<file path="src/verilog/draw_param_consts.svh">
// Offsets, field positions, reset values and codes of the drawing
// parameter bank and the geometry status word.
// Assumes offsets are byte offsets from the drawing or geometry base.
`ifndef DRAW_PARAM_CONSTS_SVH
`define DRAW_PARAM_CONSTS_SVH

// Drawing-side parameter offsets
`define OFS_RECT_LEFT_X       12'h200
`define OFS_RECT_TOP_Y        12'h204
`define OFS_RECT_WIDTH        12'h208
`define OFS_RECT_HEIGHT       12'h20C
`define OFS_BLIT_SRC_ADDR     12'h240
`define OFS_BLIT_SRC_PITCH    12'h244
`define OFS_BLIT_SRC_X        12'h248
`define OFS_BLIT_SRC_Y        12'h24C
`define OFS_BLIT_DST_ADDR     12'h250
`define OFS_BLIT_DST_PITCH    12'h254
`define OFS_BLIT_DST_X        12'h258
`define OFS_BLIT_DST_Y        12'h25C
`define OFS_BLIT_WIDTH        12'h260
`define OFS_BLIT_HEIGHT       12'h264
`define OFS_KEY_COLOR         12'h280
`define OFS_LINE_V0_X         12'h540
`define OFS_LINE_V0_Y         12'h544
`define OFS_LINE_V1_X         12'h548
`define OFS_LINE_V1_Y         12'h54C
`define OFS_TRI_V0_X          12'h580
`define OFS_TRI_V0_Y          12'h584
`define OFS_TRI_V1_X          12'h588
`define OFS_TRI_V1_Y          12'h58C
`define OFS_TRI_V2_X          12'h590
`define OFS_TRI_V2_Y          12'h594
// Geometry-side offset
`define OFS_GEO_STATUS        8'h00

// Field positions
`define INT_MSB               27
`define INT_LSB               16
`define ADDR_MSB              24
`define COLOR_MSB             15

// Status word
`define GEO_STATUS_RESET      32'h000F_9000
`define ENG_IDLE              2'h0
`define ENG_BUSY              2'h1
`define SETUP_BUSY_ALT        2'h2

`endif

</file>
<file path="src/verilog/draw_param_pkg.sv">
// Types shared by the drawing parameter bank and its status collector.
// Assumes the constants header is included by the users.
package draw_param_pkg;

    typedef struct packed {
        logic [24:0] src_addr;
        logic [11:0] src_pitch;
        logic [11:0] src_x;
        logic [11:0] src_y;
        logic [24:0] dst_addr;
        logic [11:0] dst_pitch;
        logic [11:0] dst_x;
        logic [11:0] dst_y;
        logic [11:0] blit_w;
        logic [11:0] blit_h;
        logic [15:0] key_color;
        logic [11:0] rect_x;
        logic [11:0] rect_y;
        logic [11:0] rect_w;
        logic [11:0] rect_h;
        logic [11:0] line_v0_x;
        logic [11:0] line_v0_y;
        logic [11:0] line_v1_x;
        logic [11:0] line_v1_y;
        logic [11:0] tri_v0_x;
        logic [11:0] tri_v0_y;
        logic [11:0] tri_v1_x;
        logic [11:0] tri_v1_y;
        logic [11:0] tri_v2_x;
        logic [11:0] tri_v2_y;
        logic        cpu_ack;
        logic [31:0] cpu_rdata;
        logic        load_refused;
    } param_regs_type;

    typedef struct packed {
        logic [31:0] word;
        logic        overrun;
    } status_state_type;

endpackage : draw_param_pkg

</file>
<file path="src/verilog/geo_status_if.sv">
// Carries the registered geometry status word to the register bank.
// Assumes one clock domain shared by both ends.
`timescale 1ns/1ps
interface geo_status_if;
    logic [31:0] status_word;

    modport producer (output status_word);
    modport consumer (input  status_word);
endinterface : geo_status_if
</file>
<file path="src/verilog/draw_param_bank.sv">
// Drawing engine parameter registers and geometry status read port.
// Assumes loads arrive as one-cycle strobes from the command processor,
// and host reads come from a simple request/acknowledge port.
`timescale 1ns/1ps
`include "draw_param_consts.svh"
module draw_param_bank #(
    parameter int QUEUE_STAGES = 63
) (
    input  wire logic        clk_sys,
    input  wire logic        rst,
    // Parameter loads carried by drawing commands
    input  wire logic        draw_load,
    input  wire logic [11:0] draw_load_offset,
    input  wire logic [31:0] draw_load_data,
    // Register-load command
    input  wire logic        reg_load,
    input  wire logic [11:0] reg_load_offset,
    input  wire logic [31:0] reg_load_data,
    output logic             reg_load_refused,
    // Host access to the geometry register space
    input  wire logic        cpu_req,
    input  wire logic        cpu_write,
    input  wire logic [7:0]  cpu_addr,
    input  wire logic [31:0] cpu_wdata,
    output logic             cpu_ack,
    output logic [31:0]      cpu_rdata,
    // Live engine and queue state
    input  wire logic        pixel_busy,
    input  wire logic        setup_busy,
    input  wire logic        setup_alt,
    input  wire logic        geometry_busy,
    input  wire logic [5:0]  queue_free,
    input  wire logic        queue_push,
    // Parameters presented to the engines
    output logic [24:0]      blit_source_address,
    output logic [11:0]      blit_source_pitch,
    output logic [11:0]      blit_source_x_start,
    output logic [11:0]      blit_source_y_start,
    output logic [24:0]      blit_dest_address,
    output logic [11:0]      blit_dest_pitch,
    output logic [11:0]      blit_dest_x_start,
    output logic [11:0]      blit_dest_y_start,
    output logic [11:0]      blit_width,
    output logic [11:0]      blit_height,
    output logic [15:0]      transparent_key_color,
    output logic [7:0]       key_palette_code,
    output logic [11:0]      rect_left_x,
    output logic [11:0]      rect_top_y,
    output logic [11:0]      rect_width,
    output logic [11:0]      rect_height,
    output logic [11:0]      fast_line_v0_x,
    output logic [11:0]      fast_line_v0_y,
    output logic [11:0]      fast_line_v1_x,
    output logic [11:0]      fast_line_v1_y,
    output logic [11:0]      fast_tri_v0_x,
    output logic [11:0]      fast_tri_v0_y,
    output logic [11:0]      fast_tri_v1_x,
    output logic [11:0]      fast_tri_v1_y,
    output logic [11:0]      fast_tri_v2_x,
    output logic [11:0]      fast_tri_v2_y
);
    draw_param_pkg::param_regs_type r_q;
    draw_param_pkg::param_regs_type r_d;

    geo_status_if stat ();

    // Integer coordinate field; upper four bits dropped as zero
    function automatic logic [11:0] int_field(input logic [31:0] d);
        int_field = d[`INT_MSB:`INT_LSB];
    endfunction : int_field

    // Byte address field; bits above it are zero by definition
    function automatic logic [24:0] addr_field(input logic [31:0] d);
        addr_field = d[`ADDR_MSB:0];
    endfunction : addr_field

    // Status collector runs beside the bank on the same clock
    geo_status_collect #(
        .QUEUE_STAGES (QUEUE_STAGES)
    ) u_status (
        .clk_sys       (clk_sys),
        .rst           (rst),
        .pixel_busy    (pixel_busy),
        .setup_busy    (setup_busy),
        .setup_alt     (setup_alt),
        .geometry_busy (geometry_busy),
        .queue_free    (queue_free),
        .queue_push    (queue_push),
        .stat          (stat.producer)
    );

    // Next state: drawing loads, key-colour load, host read answer
    always_comb
    begin
        r_d = r_q;
        r_d.cpu_ack = 1'b0;
        r_d.load_refused = 1'b0;
        // Drawing commands reach all but the key colour
        if (draw_load)
        begin
            case (draw_load_offset)
                `OFS_RECT_LEFT_X:    r_d.rect_x = int_field(draw_load_data);
                `OFS_RECT_TOP_Y:     r_d.rect_y = int_field(draw_load_data);
                `OFS_RECT_WIDTH:     r_d.rect_w = int_field(draw_load_data);
                `OFS_RECT_HEIGHT:    r_d.rect_h = int_field(draw_load_data);
                `OFS_BLIT_SRC_ADDR:
                    r_d.src_addr = addr_field(draw_load_data);
                `OFS_BLIT_SRC_PITCH:
                    r_d.src_pitch = int_field(draw_load_data);
                `OFS_BLIT_SRC_X:     r_d.src_x = int_field(draw_load_data);
                `OFS_BLIT_SRC_Y:     r_d.src_y = int_field(draw_load_data);
                `OFS_BLIT_DST_ADDR:
                    r_d.dst_addr = addr_field(draw_load_data);
                `OFS_BLIT_DST_PITCH:
                    r_d.dst_pitch = int_field(draw_load_data);
                `OFS_BLIT_DST_X:     r_d.dst_x = int_field(draw_load_data);
                `OFS_BLIT_DST_Y:     r_d.dst_y = int_field(draw_load_data);
                `OFS_BLIT_WIDTH:
                    r_d.blit_w = int_field(draw_load_data);
                `OFS_BLIT_HEIGHT:
                    r_d.blit_h = int_field(draw_load_data);
                `OFS_LINE_V0_X:
                    r_d.line_v0_x = int_field(draw_load_data);
                `OFS_LINE_V0_Y:
                    r_d.line_v0_y = int_field(draw_load_data);
                `OFS_LINE_V1_X:
                    r_d.line_v1_x = int_field(draw_load_data);
                `OFS_LINE_V1_Y:
                    r_d.line_v1_y = int_field(draw_load_data);
                `OFS_TRI_V0_X:
                    r_d.tri_v0_x = int_field(draw_load_data);
                `OFS_TRI_V0_Y:
                    r_d.tri_v0_y = int_field(draw_load_data);
                `OFS_TRI_V1_X:
                    r_d.tri_v1_x = int_field(draw_load_data);
                `OFS_TRI_V1_Y:
                    r_d.tri_v1_y = int_field(draw_load_data);
                `OFS_TRI_V2_X:
                    r_d.tri_v2_x = int_field(draw_load_data);
                `OFS_TRI_V2_Y:
                    r_d.tri_v2_y = int_field(draw_load_data);
                default: ;  // Key colour and unknown offsets: no effect
            endcase
        end
        // Register-load command reaches the key colour only
        if (reg_load)
        begin
            if (reg_load_offset == `OFS_KEY_COLOR)
                r_d.key_color = reg_load_data[`COLOR_MSB:0];
            else
                r_d.load_refused = 1'b1;
        end
        // Host sees only the status word; writes are dropped
        if (cpu_req)
        begin
            r_d.cpu_ack = 1'b1;
            if (!cpu_write && cpu_addr == `OFS_GEO_STATUS)
                r_d.cpu_rdata = stat.status_word;
            else
                r_d.cpu_rdata = 32'h0000_0000;
        end
    end

    // Parameters clear to zero so engines never see stale garbage
    always_ff @(posedge clk_sys or posedge rst)
    begin
        if (rst)
            r_q <= '0;
        else
            r_q <= r_d;
    end

    // Data outputs straight from the register copy
    assign blit_source_address   = r_q.src_addr;
    assign blit_source_pitch     = r_q.src_pitch;
    assign blit_source_x_start   = r_q.src_x;
    assign blit_source_y_start   = r_q.src_y;
    assign blit_dest_address     = r_q.dst_addr;
    assign blit_dest_pitch       = r_q.dst_pitch;
    assign blit_dest_x_start     = r_q.dst_x;
    assign blit_dest_y_start     = r_q.dst_y;
    assign blit_width            = r_q.blit_w;
    assign blit_height           = r_q.blit_h;
    assign transparent_key_color = r_q.key_color;
    assign key_palette_code      = r_q.key_color[7:0];
    assign rect_left_x           = r_q.rect_x;
    assign rect_top_y            = r_q.rect_y;
    assign rect_width            = r_q.rect_w;
    assign rect_height           = r_q.rect_h;
    assign fast_line_v0_x        = r_q.line_v0_x;
    assign fast_line_v0_y        = r_q.line_v0_y;
    assign fast_line_v1_x        = r_q.line_v1_x;
    assign fast_line_v1_y        = r_q.line_v1_y;
    assign fast_tri_v0_x         = r_q.tri_v0_x;
    assign fast_tri_v0_y         = r_q.tri_v0_y;
    assign fast_tri_v1_x         = r_q.tri_v1_x;
    assign fast_tri_v1_y         = r_q.tri_v1_y;
    assign fast_tri_v2_x         = r_q.tri_v2_x;
    assign fast_tri_v2_y         = r_q.tri_v2_y;
    assign cpu_ack               = r_q.cpu_ack;
    assign cpu_rdata             = r_q.cpu_rdata;
    assign reg_load_refused      = r_q.load_refused;
endmodule : draw_param_bank

</file>
<file path="src/verilog/geo_status_collect.sv">
// Builds the geometry status word from live engine and queue state.
// Assumes all inputs come from logic on clk_sys.
`timescale 1ns/1ps
`include "draw_param_consts.svh"
module geo_status_collect #(
    parameter int QUEUE_STAGES = 63
) (
    input  wire logic       clk_sys,
    input  wire logic       rst,
    input  wire logic       pixel_busy,
    input  wire logic       setup_busy,
    input  wire logic       setup_alt,
    input  wire logic       geometry_busy,
    input  wire logic [5:0] queue_free,
    input  wire logic       queue_push,
    geo_status_if.producer  stat
);
    draw_param_pkg::status_state_type s_q;
    draw_param_pkg::status_state_type s_d;

    // Word rebuilt every cycle so the engine fields track live state
    always_comb
    begin
        s_d = s_q;
        s_d.overrun = s_q.overrun | (queue_push && queue_free == 6'h00);
        s_d.word = 32'h0000_0000;
        s_d.word[1:0] = pixel_busy ? `ENG_BUSY : `ENG_IDLE;
        s_d.word[5:4] = !setup_busy ? `ENG_IDLE :
                        (setup_alt ? `SETUP_BUSY_ALT : `ENG_BUSY);
        s_d.word[9:8] = geometry_busy ? `ENG_BUSY : `ENG_IDLE;
        s_d.word[12] = (queue_free == 6'(QUEUE_STAGES));
        s_d.word[13] = (queue_free == 6'h00);
        s_d.word[14] = (queue_free < 6'(QUEUE_STAGES / 2));
        s_d.word[20:15] = queue_free;
        s_d.word[24] = s_d.overrun;
    end

    always_ff @(posedge clk_sys or posedge rst)
    begin
        if (rst)
        begin
            s_q.word    <= `GEO_STATUS_RESET;
            s_q.overrun <= 1'b0;
        end
        else
        begin
            s_q <= s_d;
        end
    end

    assign stat.status_word = s_q.word;
endmodule : geo_status_collect

</file>
<file path="config.mk">
export PLATFORM = sky130hd
export DESIGN_NAME = draw_param_bank
export DESIGN_NICKNAME = d
export VERILOG_FILES = /design/src/verilog/draw_param_pkg.sv /design/src/verilog/geo_status_if.sv /design/src/verilog/draw_param_bank.sv /design/src/verilog/geo_status_collect.sv
export VERILOG_INCLUDE_DIRS = /design/src /design/src/verilog
export SDC_FILE = /design/constraint.sdc
export NUM_CORES = 1
export LEC_CHECK = 0
export BUFFER_PORTS_ARGS = -buffer_cell sky130_fd_sc_hd__clkbuf_2
export CELL_PAD_IN_SITES_DETAIL_PLACEMENT = 1
export CELL_PAD_IN_SITES_GLOBAL_PLACEMENT = 1
export CORE_AREA = 2 2 198 200
export CTS_BUF_LIST = sky130_fd_sc_hd__clkbuf_2
export DETAILED_ROUTE_END_ITERATION = 10
export DIE_AREA = 0 0 200 202
export PLACE_DENSITY_LB_ADDON = 0.3
export SLEW_MARGIN = 20
export SYNTH_ARGS = -nofsm -noshare
export SYNTH_HDL_FRONTEND = slang
export SYNTH_SLANG_ARGS = --single-unit
</file>
<file path="constraint.sdc">
create_clock -name clk_sys -period 15.3 [get_ports clk_sys]
set_input_delay 3.06 -clock clk_sys [delete_from_list [all_inputs] [get_ports clk_sys]]
set_output_delay 3.06 -clock clk_sys [all_outputs]
set_load 0.02 [all_outputs]
</file>
== Word-level counts from Yosys, hierarchy flattened ==
Index checks and enable logic that the tools add are counted.

* Multiplexer cells: 8
* Bitwise gates (word level): 1
* Order comparisons: 1
* Equal/unequal tests: 26
* Reductions and logical operators: 30

{| class="wikitable"
|+ Operators by type and width
! kind !! number
|-
| == test 12 x 10 -> 1 bit, second input constant || 15
|-
| == test 12 x 11 -> 1 bit, second input constant || 10
|-
| AND reduction 2 bit || 25
|-
| two-way mux 33 bit || 1
|-
| two-way mux 25 bit || 1
|-
| zero test 8 bit || 1
|-
| == test 6 bit, second input constant || 1
|-
| zero test 6 bit || 1
|-
| < comparator 6 x 5 -> 1 bit, second input constant || 1
|-
| two-way mux 1 bit || 4
|-
| two-way mux 2 bit || 2
|-
| logical AND 1 bit || 2
|-
| zero test 1 bit || 1
|-
| bitwise OR 1 bit || 1
|}

* Input bits: 145
* Bits in registers: 381

== Logic depth before layout (Yosys ltp) ==
* Depth in word-level cells: 4
* Mapped depth: 5

== Cells and area by module ==
Synthesis repeated with hierarchy kept, for this count alone.

* Cells, all modules: 956
* Area total of the unflattened synthesis: 14552.7 um^2

{| class="wikitable"
|+ By module, submodules not included
! module !! area an instance (um^2) !! instances !! cells an instance
|-
| draw_param_bank || 13978.4 || 1 || 912
|-
| geo_status_collect || 574.3 || 1 || 44
|}

== Least setup slack after synthesis ==
OpenSTA, ideal clock, no wires.

* Path kind: input-to-reg
* Start point: input draw_load_offset[8]
* End point: register r_q, in the netlist blit_source_y_start[9]
* Path buffers: 2
* Cell stages on the path: 5
* Arrival time: 4304 ps
* Setup slack: 10869 ps
* Setup time: 128 ps
* Cell sequence: nor4b_4 > buf_4 > nand4_1 > buf_2 > mux2_1

* Cells in the longest elaborated chain, start to end: 2

{| class="wikitable"
|+ RTL lines
! item !! RTL line !! source
|-
| start, declared || draw_param_bank.sv:13 || <nowiki>input wire logic [11:0] draw_load_offset,</nowiki>
|-
| == test 12 x 10 -> 1 bit || draw_param_bank.sv:101 || <nowiki>case (draw_load_offset)</nowiki>
|-
| AND reduction 2 bit (no line) || - ||
|-
| end signal, assigned || draw_param_bank.sv:170 || <nowiki>r_q <= r_d;</nowiki>
|-
| end, declared || draw_param_bank.sv:62 || <nowiki>draw_param_pkg::param_regs_type r_q;</nowiki>
|}

No other way between the ends.
A chain may end at the register's enable or synchronous reset.

== Worst setup path in the final report ==
* Start point: input draw_load_offset[8]
* End point: register r_q, in the netlist blit_height[4]

The elaborated chain is that of the path after synthesis.

==> results.toml <==
[worst_setup_path]
cp-end-kind = "flip-flop"
rr_worst_depth = 1
reg2reg_setup_slack_ns = 14.51
crit_fanout = 14
cpPeakStageDelay_ns = 1.03
path_class = "primary input to flip-flop"
path_cells = "clkbuf_2 > nor4b_4 > nand4_1 > mux2_2"
timing.rr.start = "fast_line_v1_x[3]"
slowest_stage = "nand4_1"
worstPathRequired_ns = 16.08
r2r-end = "fast_line_v1_x[3]"
worstPathArrival_ns = 5.65
start_kind = "primary input"

[route]
dr.first_iter.drc_count = 184
vias = 9153
wl_um = 39300
firstDrtPassIters = 4
drc_errors = 0
final_antenna_net_count = 0
wl_per_cell_um = 20.2
avgViaCountPerCell = 4.70

[floorplan]
coreArea_um2 = 38300
ios = 517
start_util = 0.361
die_area_um2 = 40400
die_h_um = 202
die_w_um = 200
placementRows = 72

[timing]
finClkSkew_ns = 0.0123
relSlewSlack = 0.272
drv_slew = 0
finalCriticalPeriod_ns = 4.87
rsz0062_at_grt = "false"
min_period_over_period = 0.318
worst_pin_slew_ns = 1.09
max_freq_mhz = 205
fin_ws_ns = 10.43
hold_viol = 0
setup_viol = 0
fin_setup_tns_ns = 0

[outcome]
status = "finished clean"

[cts]
cts_sinks = 360
holdBufCountCts = 0
cts_buffers = 97
post_cts_buffers = 0
cts_resized = 0
clockRootBuffer = "clkbuf_2"
clk_latency_ns = 0.93
clock_path_buffers = 3
clk_pin_slew_worst_paths_ns = 0.11
cts_tree = "built"
htree_levels = 3

[yosys]
synthFlopType = "dfrtp_1"
synth_top_area_share = 0.641
synth_top_cell_by_area = "dfrtp_1"
avgSynthCellArea_um2 = 15.7
syn_area_um2 = 13800
synth.distinct_cells = 31
ys_seq_area_frac = 0.653
synth.area.top_cells = "dfrtp_1 64%, mux2_2 27%, buf_4 1.5%, dfstp_2 1.1%, nand4_1 1.0%"
synth-edff-count = 0
ys_ff_latch = 360
synth_commonest_cells = "354 x dfrtp_1, 329 x mux2_2, 32 x clkbuf_1, 27 x buf_2, 27 x buf_4"
async_flop_share = 1.00
synth.most_common_cell = "dfrtp_1"
synth_cells = 879
synth_warnings = 0

[place]
dpl_worst_slack_ns = 9.31
io_buffers = 446
detailed_place_hpwl_um = 27400
gp_congestion = 0.718

[layout]
multiInputGateArea_um2 = 4360
nets = 1504
area_delta_synth_final_pct = 24.7
drive_above_1_share = 0.665
seqCellArea_um2 = 9020
nFillCells = 4132

[pwr]
sw_frac_of_total = 0.266
p_leak_nw = 9.97
powerDensity_nw_per_um2 = 97.8
pwr-share-clk = 0.386
intPower_w = 0.00124
ir_worst_vdd_uv = 48.8
seq_power_share = 0.570
p_comb_frac = 0.044
switchingPower_w = 0.000447

[hold_path]
hold_start = "u_status.stat.status_word[24]"
holdPathStages = 1
min_to = "u_status.stat.status_word[24]"
worstHoldPathType = "flip-flop to flip-flop"

[global_routing]
grt_max_degree = 152
grt_first_pass_wirelength_um = 59100
grt_pass1_vias = 9792
track_usage = 0.195
antenna_found_initial = 1
grt_overflow = 0

[flow_run]
maxCapViolCount = 0
[cell usage in the layout, fill, tap and decap left out, drive strengths merged]
cell / count
buf: 5
a31oi: 1
mux2: 330
clkinv: 13
dfstp: 6
nand2: 15
o22ai: 14
or4: 1
inv: 19
nor2b: 3
diode: 1
a21o: 1
nor2: 4
clkbuf: 600
nor3b: 1
and3: 1
nor3: 2
and4bb: 1
and2: 2
nor4b: 3
conb: 18
nor4bb: 3
nand4: 25
dfrtp: 354
nor4: 4
nand3: 2
and3b: 2
[sequential cells by signal, indices dropped and copies added, names as in the netlist, 14 cells and up]
register and count:
blit_source_address 25, blit_dest_address 25, cpu_rdata 14, transparent_key_color 16
u_status.stat.status_word 14
[how the worst max path moves through the flow]
stage                        endpoint  slack, ns  cells past startpoint           startpoint
2_1_floorplan    blit_dest_address[0]       2.26                      1                  rst
3_3_place_gp   blit_source_address[7]       9.42                      4  draw_load_offset[1]
3_5_place_dp   blit_source_address[0]       9.31                      4  draw_load_offset[1]
4_1_cts        blit_source_address[0]      10.45                      4  draw_load_offset[1]
5_1_grt                blit_height[4]      10.44                      4  draw_load_offset[8]
6_report               blit_height[4]      10.43                      4  draw_load_offset[8]
[per-layer routing]
layer / up-vias / wire length, µm / track usage
met4: 0 / 888 / 0.0778
met1: 4715 / 15900 / 0.228
met3: 50 / 3580 / 0.0784
li1: 4066 / - / -
met5: - / 0 / 0
met2: 322 / 19000 / 0.319
[power by group through the flow]
stage	combinational (W)	sequential [W]	clock, W
2_1_floorplan	0.0000385	0.000984	0
3_3_place_gp	0.0000741	0.000978	0
3_5_place_dp	0.0000752	0.000979	0
4_1_cts	0.0000754	0.000960	0.000687
5_1_grt	0.0000824	0.000961	0.000740
6_report	0.0000736	0.000960	0.000650
[cells by family after synthesis]
group	count (synthesis)	share of synthesized area
compound gates	16	0.00734
buf+inv	103	0.0378
flops	360	0.653
mux	330	0.269
other cells	1	0.000272
simple gates	69	0.0326
[per-stage QoR]
step / hold WS [ns] / utilization / cells / power, W / cell area (µm²)
3_5_place_dp: 0.456 / 0.427 / 1777 / 0.00105 / 16300
3_3_place_gp: 0.438 / 0.427 / 1777 / 0.00105 / 16300
4_1_cts: 0.483 / 0.449 / 1947 / 0.00172 / 17200
5_1_grt: 0.494 / 0.450 / 1949 / 0.00178 / 17200
6_report: 0.477 / 0.450 / 1949 / 0.00168 / 17200
2_1_floorplan: 0.428 / - / 896 / 0.00102 / 13900
[final cells by class]
type	count	area share
sequential	360	0.524
multi-input combinational	433	0.253
clock inverter	16	0.00356
tap	518	0.0377
inverter	16	0.00392
antenna	1	0.000145
clock buffer	154	0.0448
timing repair buffer	451	0.133
[critical path, delay by kind of cell]
| family | cells | cell delay, ns |
|---|---|---|
| multiplexers | 1 | 0.61 |
| AND/OR/NAND/NOR | 2 | 1.85 |
| buffers and inverters | 1 | 0.11 |
Note: power is estimated with default switching activity, not from simulation.
